<file path="config.mk">
export PLATFORM = sky130hd
export DESIGN_NAME = clb_local_bus
export DESIGN_NICKNAME = d
export VERILOG_FILES = /design/src/rtl/clb_pkg.sv /design/src/rtl/clb_arbiter.sv /design/src/rtl/clb_sync_filter.sv /design/src/rtl/clb_local_bus.sv
export SDC_FILE = /design/constraint.sdc
export NUM_CORES = 1
export LEC_CHECK = 0
export ABC_CLOCK_PERIOD_IN_PS = 1900
export BUFFER_PORTS_ARGS = -buffer_cell sky130_fd_sc_hd__buf_2
export CAP_MARGIN = 30
export CORE_MARGIN = 4
export CORE_UTILIZATION = 40
export DETAILED_ROUTE_END_ITERATION = 16
export PLACE_DENSITY_LB_ADDON = 0.2
export SYNTH_ARGS = -nofsm -noshare
export SYNTH_HDL_FRONTEND = slang
export SYNTH_HIERARCHICAL = 1
export SYNTH_SLANG_ARGS = --single-unit
</file>
<file path="constraint.sdc">
create_clock -name ref_clk -period 1.9 [get_ports ref_clk]
set_input_delay 0.38 -clock ref_clk [delete_from_list [all_inputs] [get_ports ref_clk]]
set_output_delay 0.38 -clock ref_clk [all_outputs]
set_load 0.02 [all_outputs]
</file>
<file path="src/rtl/clb_pkg.sv">
// Purpose: constants and types for the local bus interface block
// Assumes: one clock, ref_clk at 20 MHz, active-low asynchronous reset
// Notes: Function list follows
// Function
// lock output spans locked instruction and acknowledge
// lock blocks dma, refresh, external requests
// three-bit bus cycle status encoding
// hold acknowledge floats status, lock, strobes
// clock output is half rate, even duty
// pin function picks dma3 or serial pins
// third pin: int ack, timer1, serial ready
// dma requests synchronised, acknowledge per channel
// open-drain end/terminal count pin, both directions
// external winner gets floated bus and grant
// grant dropped when dma or refresh ask
// priority refresh, dma, external, cpu
// seven interrupts synchronised, edge or level, wake
// io read strobe timing, never internal
// io write strobe timing, normal dma late
// memory read strobe in T2, T3, Tw
// memory write strobe timing, normal dma late
// nmi accepted after five valid clocks
// poll input tested every five clocks
// queue status code valid one clock
// ready low inserts waits until ready
// refresh indication and nine-bit row address
// low lines carry address in T1, data later
`default_nettype none
package clb_pkg;
  typedef enum logic [2:0] {
    CLB_BS_INTA, CLB_BS_IO_READ_STROBE_N, CLB_BS_IO_WRITE_STROBE_N, CLB_BS_HALT,
    CLB_BS_FETCH, CLB_BS_MRD, CLB_BS_MWR, CLB_BS_PASSIVE
  } clb_status_t;
  typedef enum logic [1:0] {
    CLB_Q_NOP, CLB_Q_FIRST, CLB_Q_FLUSH, CLB_Q_NEXT
  } clb_queue_t;
  // pin function codes
  localparam logic [1:0] CLB_PF_DMA = 2'h0;
  localparam logic [1:0] CLB_PF_TIMER = 2'h1;
  localparam logic [1:0] CLB_PF_SERIAL = 2'h2;
  // requester kinds
  localparam logic [1:0] CLB_OWN_CPU = 2'h0;
  localparam logic [1:0] CLB_OWN_EXT = 2'h1;
  localparam logic [1:0] CLB_OWN_DMA = 2'h2;
  localparam logic [1:0] CLB_OWN_REF = 2'h3;
  localparam int CLB_NMI_CLOCKS = 5;
  localparam int CLB_POLL_CLOCKS = 5;
  localparam int CLB_NMI_VECTOR = 2;
  localparam int CLB_REF_ROW_W = 9;
  localparam int CLB_INT_N = 7;
  localparam int CLB_DMA_N = 3;
endpackage : clb_pkg
`default_nettype wire

</file>
<file path="src/rtl/clb_arbiter.sv">
// Purpose: fixed priority bus arbiter with lock and hold grant
// Assumes: requests are levels, synchronous to ref_clk
// Notes: owner changes only between bus cycles
`default_nettype none
module clb_arbiter (
  input wire logic ref_clk,
  input wire logic nrst,
  input wire logic lock,
  input wire logic bus_idle,
  input wire logic ref_req,
  input wire logic dma_req,
  input wire logic hold_req_in,
  output logic [1:0] owner,
  output logic hold_grant_out
);
  typedef struct packed {
    logic [1:0] owner;
  } clb_arb_state_t;
  clb_arb_state_t st, next_st;

  always_comb begin
    next_st = st;
    // an external master keeps the bus until it drops its request
    if (bus_idle && !lock && !(st.owner == clb_pkg::CLB_OWN_EXT && hold_req_in)) begin
      if (ref_req) next_st.owner = clb_pkg::CLB_OWN_REF;
      else if (dma_req) next_st.owner = clb_pkg::CLB_OWN_DMA;
      else if (hold_req_in) next_st.owner = clb_pkg::CLB_OWN_EXT;
      else next_st.owner = clb_pkg::CLB_OWN_CPU;
    end
  end

  always_ff @(posedge ref_clk or negedge nrst) begin
    if (!nrst) st <= '0;
    else st <= next_st;
  end

  assign owner = st.owner;
  // grant falls as soon as a higher requester appears
  assign hold_grant_out = (st.owner == clb_pkg::CLB_OWN_EXT) && !ref_req && !dma_req;
endmodule : clb_arbiter
`default_nettype wire

</file>
<file path="src/rtl/clb_sync_filter.sv">
// Purpose: two-stage synchroniser with per-bit rising edge output
// Assumes: inputs asynchronous
// Notes: first stage read only by second
`default_nettype none
module clb_sync_filter #(
  parameter int WIDTH = 7
) (
  input wire logic ref_clk,
  input wire logic nrst,
  input wire logic [WIDTH-1:0] din,
  output logic [WIDTH-1:0] level,
  output logic [WIDTH-1:0] rise
);
  typedef struct packed {
    logic [WIDTH-1:0] s1;
    logic [WIDTH-1:0] s2;
    logic [WIDTH-1:0] s3;
  } clb_sync_state_t;
  clb_sync_state_t st, next_st;

  always_comb begin
    next_st.s1 = din;
    next_st.s2 = st.s1;
    next_st.s3 = st.s2;
  end

  always_ff @(posedge ref_clk or negedge nrst) begin
    if (!nrst) st <= '0;
    else st <= next_st;
  end

  genvar gi;
  for (gi = 0; gi < WIDTH; gi++) begin : g_bit
    assign level[gi] = st.s2[gi];
    assign rise[gi] = st.s2[gi] & ~st.s3[gi];
  end
endmodule : clb_sync_filter
`default_nettype wire

</file>
<file path="src/rtl/clb_local_bus.sv">
// Purpose: local bus cycle sequencer, strobes, status, pins and arbitration
// Assumes: core requests are held until cycle_done; pins synchronous except interrupt and dma request inputs
// Notes: bus state advances on each rise of system_clock_out
`default_nettype none
module clb_local_bus (
  input wire logic ref_clk,
  input wire logic nrst,
  // core side request
  input wire logic cyc_req,
  input wire logic [2:0] cyc_kind,
  input wire logic cyc_internal,
  input wire logic cyc_lock,
  input wire logic [7:0] cyc_addr,
  input wire logic [7:0] cyc_wdata,
  output logic [7:0] cyc_rdata,
  output logic cycle_done,
  input wire logic [1:0] queue_event,
  // dma and refresh units
  input wire logic dma_req_int,
  input wire logic dma_write,
  input wire logic dma_extended,
  input wire logic [1:0] dma_channel,
  input wire logic dma_tc,
  output logic dma_end,
  input wire logic ref_req,
  input wire logic [8:0] ref_row,
  // other units
  input wire logic [1:0] pin_function_select,
  input wire logic serial_tx,
  output logic serial_rx,
  input wire logic timer1_output,
  input wire logic serial_can_take,
  input wire logic poll_active,
  output logic poll_release,
  output logic [6:0] int_pending,
  input wire logic [6:0] int_edge_mode,
  output logic nmi_accept,
  output logic wake,
  // pins
  output logic system_clock_out,
  output logic [2:0] bus_cycle_status,
  output logic bus_lock_n,
  output logic ctrl_oe,
  output logic io_read_strobe_n,
  output logic io_write_strobe_n,
  output logic mem_read_strobe_n,
  output logic mem_write_strobe_n,
  output logic refresh_cycle_n,
  output logic [8:0] addr_low_out,
  input wire logic [7:0] addr_data_low_in,
  output logic [7:0] addr_data_low_out,
  output logic addr_data_low_oe,
  output logic [1:0] queue_state_out,
  input wire logic ready_in,
  input wire logic poll_n,
  input wire logic nmi_in,
  input wire logic [6:0] external_int_inputs,
  input wire logic [2:0] dma_req_in,
  output logic [2:0] dma_grant_n,
  input wire logic dma_ch3_req_in,
  output logic dma_ch3_grant_n,
  output logic int_ack_out_n,
  input wire logic transfer_stop_terminal_n_in,
  output logic transfer_stop_terminal_n_out,
  output logic transfer_stop_terminal_n_oe,
  input wire logic hold_req_in,
  output logic hold_grant_out
);
  typedef enum {ST_IDLE, ST_T1, ST_T2, ST_T3, ST_TW, ST_T4} clb_tstate_t;
  typedef struct packed {
    logic clk_div;
    clb_tstate_t t;
    logic [2:0] kind;
    logic [1:0] who;
    logic internal;
    logic ext;
    logic dwrite;
    logic [1:0] chan;
    logic waited;
    logic locked;
    logic [7:0] rdata;
    logic [1:0] qs;
    logic [2:0] nmi_cnt;
    logic nmi_done;
    logic [2:0] poll_cnt;
    logic poll_hit;
    logic [6:0] pend;
  } clb_state_t;
  clb_state_t st, next_st;

  logic [1:0] owner;
  logic [6:0] int_lvl, int_rise;
  logic [3:0] dreq_lvl;
  logic tick;
  logic bus_idle;
  logic arb_slot;
  logic floated;
  logic lock;
  logic dma_any;
  logic in_strobe;
  logic is_dma;

  // --------------------------------------------------------------------
  // synchronisers
  // --------------------------------------------------------------------
  clb_sync_filter #(.WIDTH(clb_pkg::CLB_INT_N)) u_int_sync (
    .ref_clk(ref_clk), .nrst(nrst), .din(external_int_inputs), .level(int_lvl), .rise(int_rise));
  clb_sync_filter #(.WIDTH(4)) u_dma_sync (
    .ref_clk(ref_clk), .nrst(nrst),
    .din({pin_function_select == clb_pkg::CLB_PF_DMA && dma_ch3_req_in, dma_req_in}),
    .level(dreq_lvl), .rise());

  assign dma_any = dma_req_int | (|dreq_lvl);
  assign lock = !bus_lock_n;

  clb_arbiter u_arb (
    .ref_clk(ref_clk), .nrst(nrst), .lock(lock), .bus_idle(arb_slot),
    .ref_req(ref_req), .dma_req(dma_any), .hold_req_in(hold_req_in),
    .owner(owner), .hold_grant_out(hold_grant_out));

  // --------------------------------------------------------------------
  // sequencer
  // --------------------------------------------------------------------
  assign tick = !st.clk_div;  // next ref edge is a rising output edge
  assign bus_idle = (st.t == ST_IDLE);
  // owner moves only on edges where no cycle can start
  assign arb_slot = bus_idle && !tick;
  assign floated = (owner == clb_pkg::CLB_OWN_EXT);
  assign is_dma = (st.who == clb_pkg::CLB_OWN_DMA);

  always_comb begin
    next_st = st;
    next_st.clk_div = !st.clk_div;
    next_st.qs = clb_pkg::CLB_Q_NOP;
    if (tick) begin
      next_st.qs = queue_event;
      case (st.t)
        ST_IDLE: begin
          if (!(cyc_req && cyc_lock)) next_st.locked = 1'b0;
          if (owner == clb_pkg::CLB_OWN_REF && ref_req) begin
            next_st.t = ST_T1;
            next_st.kind = clb_pkg::CLB_BS_MRD;
            next_st.who = owner;
            next_st.internal = 1'b0;
          end else if (owner == clb_pkg::CLB_OWN_DMA && dma_any) begin
            next_st.t = ST_T1;
            next_st.kind = dma_write ? clb_pkg::CLB_BS_MWR : clb_pkg::CLB_BS_MRD;
            next_st.who = owner;
            next_st.dwrite = dma_write;
            next_st.ext = dma_extended;
            next_st.chan = dma_channel;
            next_st.internal = 1'b0;
          end else if (owner == clb_pkg::CLB_OWN_CPU && cyc_req) begin
            next_st.t = ST_T1;
            next_st.kind = cyc_kind;
            next_st.who = owner;
            next_st.internal = cyc_internal;
            next_st.locked = cyc_lock || cyc_kind == clb_pkg::CLB_BS_INTA;
          end
        end
        ST_T1: next_st.t = ST_T2;
        ST_T2: next_st.t = ready_in ? ST_T3 : ST_TW;
        ST_T3: next_st.t = ST_T4;
        ST_TW: begin
          if (ready_in) next_st.t = ST_T4;
        end
        ST_T4: begin
          next_st.t = ST_IDLE;
          next_st.rdata = addr_data_low_in;
          if (!(cyc_req && cyc_lock)) next_st.locked = 1'b0;
        end
        default: next_st.t = ST_IDLE;
      endcase
    end
    // nmi counted once per output clock, accepted once per high period
    if (nmi_in) begin
      if (tick && st.nmi_cnt != 3'(clb_pkg::CLB_NMI_CLOCKS)) next_st.nmi_cnt = st.nmi_cnt + 3'h1;
    end else begin
      next_st.nmi_cnt = '0;
      next_st.nmi_done = 1'b0;
    end
    if (nmi_accept) next_st.nmi_done = 1'b1;
    // poll sampled every fifth clock
    next_st.poll_hit = 1'b0;
    if (poll_active) begin
      next_st.poll_cnt = (st.poll_cnt == 3'(clb_pkg::CLB_POLL_CLOCKS - 1)) ? 3'h0 : st.poll_cnt + 3'h1;
      if (st.poll_cnt == 3'(clb_pkg::CLB_POLL_CLOCKS - 1) && !poll_n) next_st.poll_hit = 1'b1;
    end else begin
      next_st.poll_cnt = '0;
    end
    // interrupts: edge or level per input; set wins over acknowledge clear
    for (int i = 0; i < clb_pkg::CLB_INT_N; i++) begin
      if (tick && st.t == ST_T4 && st.kind == clb_pkg::CLB_BS_INTA && i == 0) next_st.pend[i] = 1'b0;
      if (int_edge_mode[i] ? int_rise[i] : int_lvl[i]) next_st.pend[i] = 1'b1;
    end
  end

  always_ff @(posedge ref_clk or negedge nrst) begin
    if (!nrst) st <= '{t: ST_IDLE, kind: clb_pkg::CLB_BS_PASSIVE, default: '0};
    else st <= next_st;
  end

  // --------------------------------------------------------------------
  // pin outputs
  // --------------------------------------------------------------------
  assign in_strobe = (st.t == ST_T2) || (st.t == ST_T3) || (st.t == ST_TW);
  assign system_clock_out = st.clk_div;
  assign bus_cycle_status = bus_idle ? clb_pkg::CLB_BS_PASSIVE : st.kind;
  assign bus_lock_n = !st.locked;
  assign ctrl_oe = !floated;
  assign io_read_strobe_n = !(in_strobe && !st.internal &&
    ((st.kind == clb_pkg::CLB_BS_IO_READ_STROBE_N && !is_dma) || (is_dma && st.dwrite)));
  assign io_write_strobe_n = !(!st.internal &&
    ((in_strobe && st.kind == clb_pkg::CLB_BS_IO_WRITE_STROBE_N && !is_dma) ||
     (is_dma && !st.dwrite && (st.ext ? in_strobe : st.t == ST_T3 || st.t == ST_TW))));
  assign mem_read_strobe_n = !(in_strobe && !st.internal &&
    (st.kind == clb_pkg::CLB_BS_MRD || st.kind == clb_pkg::CLB_BS_FETCH));
  assign mem_write_strobe_n = !(st.kind == clb_pkg::CLB_BS_MWR && !st.internal &&
    ((is_dma && !st.ext) ? (st.t == ST_T3 || st.t == ST_TW) : in_strobe));
  assign refresh_cycle_n = !(!bus_idle && st.who == clb_pkg::CLB_OWN_REF);
  assign addr_low_out = (st.who == clb_pkg::CLB_OWN_REF) ? ref_row : {1'b0, cyc_addr};
  assign addr_data_low_out = (st.t == ST_T1) ? cyc_addr : cyc_wdata;
  assign addr_data_low_oe = !floated && !st.internal && (st.t == ST_T1 ||
    (!bus_idle && (st.kind == clb_pkg::CLB_BS_MWR || st.kind == clb_pkg::CLB_BS_IO_WRITE_STROBE_N)));
  assign cyc_rdata = st.rdata;
  assign cycle_done = tick && st.t == ST_T4 && st.who == clb_pkg::CLB_OWN_CPU;
  assign queue_state_out = st.qs;
  assign poll_release = st.poll_hit;
  assign nmi_accept = tick && nmi_in && st.nmi_cnt == 3'(clb_pkg::CLB_NMI_CLOCKS - 1) && !st.nmi_done;
  assign int_pending = st.pend;
  assign wake = nmi_accept || (|st.pend);
  genvar gc;
  for (gc = 0; gc < clb_pkg::CLB_DMA_N; gc++) begin : g_ack
    assign dma_grant_n[gc] = !(is_dma && !bus_idle && st.chan == 2'(gc));
  end
  assign dma_ch3_grant_n = (pin_function_select == clb_pkg::CLB_PF_DMA) ?
    !(is_dma && !bus_idle && st.chan == 2'h3) : serial_tx;
  assign serial_rx = dma_ch3_req_in;
  always_comb begin
    case (pin_function_select)
      clb_pkg::CLB_PF_DMA: int_ack_out_n = !(in_strobe && st.kind == clb_pkg::CLB_BS_INTA);
      clb_pkg::CLB_PF_TIMER: int_ack_out_n = timer1_output;
      default: int_ack_out_n = !serial_can_take;
    endcase
  end
  assign transfer_stop_terminal_n_out = 1'b0;
  assign transfer_stop_terminal_n_oe = dma_tc;
  assign dma_end = is_dma && !bus_idle && !transfer_stop_terminal_n_in && !dma_tc;
endmodule : clb_local_bus
`default_nettype wire

</file>
* Word level (Yosys, flattened, before mapping)
Index checks and enable logic that the tools add are counted.
** Word-level totals
- Input port bits :: 79
- Logic and storage cells :: 216
- Register bits :: 100
- Output and inout bits :: 60
** Cells by class
- Eq/ne operators :: 31
- Add/subtract/negate cells :: 2
- Reductions and logical operators :: 98
- Bitwise logic cells :: 17
- Muxes and demuxes :: 40
** Operators by type and width (number)
- one-hot mux 32 bit (5 select lines) :: 1
- equality test 32 x 3 -> 1 bit, second input constant :: 4
- two-way mux 38 bit :: 3
- equality test 32 x 2 -> 1 bit, second input constant :: 3
- equality test 32 x 4 -> 1 bit, second input constant :: 2
- zero test 32 bit :: 2
- logical AND 1 bit :: 44
- equality test 32 x 1 -> 1 bit, second input constant :: 1
- two-way mux 32 bit :: 1
- zero test 1 bit :: 26
- two-way mux 1 bit :: 21
- two-way mux 3 bit :: 6
- equality test 3 bit, second input constant :: 5
- equality test 2 bit, second input constant :: 6
- logical OR 1 bit :: 10
- two-way mux 9 bit :: 1
- inverter 1 bit :: 9
- zero test 2 bit :: 4
- two-way mux 2 bit :: 4
- two-way mux 8 bit :: 1
- AND 1 bit :: 7
- OR reduction 7 bit :: 1
- adder 3 x 1 -> 3 bit, second input constant :: 2
- equality test 2 x 1 -> 1 bit, second input constant :: 3
- other kinds (15) :: 21

* Depth between registers and ports, before layout
- Depth after elaboration :: 8
- Gate-level depth with buffers :: 7
- Mapped depth without buffers :: 6

* Modules after synthesis
The synthesis kept the hierarchy.
** Modules (own cells, without submodules)
- clb_local_bus :: sequential area each 1004.7 µm², cells an instance 245, area an instance 2489.9 µm², times used 1
- clb_sync_filter (u_int_sync) :: sequential area each 525.5 µm², cells an instance 35, area an instance 674.4 µm², times used 1
- clb_sync_filter (u_dma_sync) :: sequential area each 300.3 µm², cells an instance 20, area an instance 385.4 µm², times used 1
- clb_arbiter :: sequential area each 50.0 µm², cells an instance 11, area an instance 112.6 µm², times used 1

* Worst setup path after synthesis
No wires, ideal clock.
- Path kind :: flip-flop to output port
- Start point :: register st (netlist bit system_clock_out)
- End point :: output port wake
- Path buffers :: 1
- Required time :: 1520 ps
- Stages on the path, launching flop included :: 4
- Data arrival time :: 1892 ps
- Setup slack :: -372 ps
- Cells stage by stage :: dfrtp_1 -> clkbuf_1 -> nor4b_1 -> nand3b_1
** Between the ends
- Word-level cells in the longest chain between the ends :: 5
** RTL lines
- start, declared :: line clb_local_bus.sv:89 : clb_state_t st, next_st;
- start signal, assigned :: line clb_local_bus.sv:200 : else st <= next_st;
- zero test 1 bit :: line clb_local_bus.sv:124 : assign tick = !st.clk_div;
- logical AND 1 bit (3 in series) :: line clb_local_bus.sv:229 : assign nmi_accept = tick && nmi_in && st.nmi_cnt == 3'(clb_pkg::CLB_NMI_CLOCKS - 1) && !st.nmi_done;
- via nmi_accept :: line clb_local_bus.sv:37 : output logic nmi_accept,
- logical OR 1 bit :: line clb_local_bus.sv:231 : assign wake = nmi_accept || (|st.pend);
- end, declared :: line clb_local_bus.sv:38 : output logic wake,
The timed path passes the listed nets, and every way through them passes these cells.

* Final worst setup path
- Start point :: register st[38] (netlist name)
- End point :: output port dma_ch3_grant_n
** Between the ends
- Word-level cells in the longest chain between the ends :: 6
** RTL lines
- zero test 32 bit :: line clb_local_bus.sv:125 : assign bus_idle = (st.t == ST_IDLE);
- zero test 1 bit :: line clb_local_bus.sv:237 : !(is_dma && !bus_idle && st.chan == 2'h3) : serial_tx;
- logical AND 1 bit (2 in series) :: line clb_local_bus.sv:237
- zero test 1 bit :: line clb_local_bus.sv:237
- two-way mux 1 bit :: line clb_local_bus.sv:236 : assign dma_ch3_grant_n = (pin_function_select == clb_pkg::CLB_PF_DMA) ?
- end, declared :: line clb_local_bus.sv:61 : output logic dma_ch3_grant_n,
Every way passes these cells.

==> impl_metrics.env <==
export IMPL_rsz0062_at_grt="true"
export IMPL_reg2reg_to="st[29]"
export IMPL_cts_htree_levels=3
export IMPL_ant_nets=0
export IMPL_startpoint_type="register"
export IMPL_die_x_um=102
export IMPL_fin_crit_sh=1.11
export IMPL_ff2ff_setup_slack_ps=20
export IMPL_rr_worst_depth=5
export IMPL_die_area_sq_mm=0.0103
export IMPL_setup_viol=24
export IMPL_run_status="finished with violations"
export IMPL_wire_per_inst_um=16.3
export IMPL_cp_num_buf_inv=1
export IMPL_grt_usage=0.174
export IMPL_globalRoute_totalOverflow=0
export IMPL_synth_nets=387
export IMPL_synthCells=303
export IMPL_maxCapViolations=0
export IMPL_grt_pass1_wl_um=13800
export IMPL_slew_viol_final=0
export IMPL_place_area_sq_mm=0.00417
export IMPL_cts_made_buffers=9
export IMPL_path_class="register to primary output"
export IMPL_finalSetupTns_ps=-2940
export IMPL_num_io_pins=139
export IMPL_grt_max_degree=72
export IMPL_worst_path_max_fanout=6
export IMPL_initial_core_util=0.418
export IMPL_dr_pass1_iters=4
export IMPL_cts_root_buf="clkbuf_8"
export IMPL_row_count=33
export IMPL_io_buffers=137
export IMPL_crit_required_ps=1520
export IMPL_fmax_mhz=476
export IMPL_area_delta_synth_final_pct=47.7
export IMPL_fin_ws_ps=-202
export IMPL_grt_pass1_vias=2846
export IMPL_clk_pin_slew_ps=70
export IMPL_instances_no_fill=566
export IMPL_cpPeakStageDelay_ps=470
export IMPL_layout_min_cycle_time_ps=2100
export IMPL_crit_arrival_ps=1720
export IMPL_cp_slowest_cell="dfrtp_2"
export IMPL_core_area_sq_mm=0.00838
export IMPL_fin_worst_skew_ps=14.4
export IMPL_violations="negative setup slack"
export IMPL_num_vias=2786
export IMPL_p_leak_nw=2.47
export IMPL_r2r_start="st[38]"
export IMPL_power_density_mw_per_mm2=1340
export IMPL_wirelength_um=9220
export IMPL_syn_cell_area_sq_mm=0.00351
export IMPL_finalInstanceArea_sq_mm=0.00518
export IMPL_placed_cells=520
export IMPL_place_congestion=0.780
export IMPL_cts_buffer_depth=2
export IMPL_antenna_found_initial=0
export IMPL_synth_area_per_cell_sq_um=11.6
export IMPL_fp_dieH_um=102
export IMPL_finalHoldViolations=0
export IMPL_viasPerCell=4.92
export IMPL_crit_chain="or3_4 -> and3_4 -> a31oi_4 -> buf_6"
export IMPL_min_path_type="input port to asynchronous set/reset pin"
export IMPL_ys_warn_count=6
export IMPL_antenna_cells=0
export IMPL_end_kind="primary output"
export IMPL_dp_hpwl_um=5980
export IMPL_insertion_delay_ps=340
export IMPL_layout_nets=540
export IMPL_whs_ps=53.2
export IMPL_drcViolationCount=0
export IMPL_drive_gt1_frac=0.620
export IMPL_cp_top_family="simple AND/OR/NAND/NOR gates"
export IMPL_cts_sinks=71
export IMPL_cts_tree="built"
export IMPL_max_vdd_ir_drop_mv=0.738
export IMPL_drt_iter0_markers=133
## cells in the final DEF, fill, tap and decap left out, drive strengths merged, types with 3 or more instances in the layout
cell,count
a21oi,9
nor3,10
nor2b,21
buf,181
o211ai,3
bufinv,3
a211o,6
dfstp,3
nand2,16
mux2,31
clkbuf,11
mux2i,6
and3,5
ha,5
o21ai,10
nor3b,4
or3,3
nor2,13
nand3,5
dfrtp,68
inv,12
and2,3
nand2b,5
## layout make-up
type | instances | area (sq um)
fillers | 670 | 3200
clock inverters | 5 | 106
flip-flops and latches | 71 | 1780
clock buffers | 11 | 131
inverters | 13 | 52.6
repair buffers | 181 | 1250
multi-input cells | 180 | 1720
well taps | 105 | 131
## power breakdown
group	leakage (nW)	internal, W	total [W]	switching (W)
clock network	0.114	0.000876	0.00145	0.000569
registers	0.823	0.00180	0.00211	0.000311
logic	1.53	0.00176	0.00339	0.00162
total	2.47	0.00444	0.00694	0.00250
## through the flow
step                power [W]  utilization  setup slack (ps)
floorplan             0.00361            -             -70.3
global placement      0.00418        0.497              55.3
detailed placement    0.00421        0.497              21.4
CTS                   0.00648        0.588              -187
global route          0.00730        0.618              -266
finish                0.00694        0.618              -202
## sequential cells by signal (all words and copies together) (netlist names)
register            cells
u_dma_sync/level        4
u_arb/owner             2
u_int_sync/next_st      7
lock                    1
u_int_sync/level        7
u_int_sync/st           7
queue_state_out         2
int_pending             7
st                     20
cyc_rdata               8
poll_release            1
u_dma_sync/next_st      4
system_clock_out        1
## routing by layer
metal / vias up / global-route usage / wire length (um)
met2: 124 / 0.292 / 4580
met3: 16 / 0.0489 / 797
met1: 1320 / 0.213 / 3670
met5: - / 0 / 0
li1: 1326 / - / -
met4: 0 / 0.0695 / 168
## what timing repair did
| item | CTS | global route |
|---|---|---|
| cloned | 1 | 0 |
| pin swaps | 12 | 16 |
| endpoints found under the setup margin | 35 | 44 |
| resized for setup | 93 | 60 |
| buffers inserted | 26 | 7 |
| hold buffers | 0 | 0 |
## worst max path at each step
stage	startpoint	endpoint	slack, ps	cells after the start
2_1_floorplan	system_clock_out	wake	-70	3
3_3_place_gp	st[39]	dma_ch3_grant_n	60	4
5_1_grt	st[39]	addr_data_low_out[4]	-270	4
4_1_cts	st[37]	addr_data_low_out[4]	-190	5
6_report	st[38]	dma_ch3_grant_n	-200	4
3_5_place_dp	st[39]	st[27]	20	4
No activity file was read; power rests on OpenSTA's default activity.
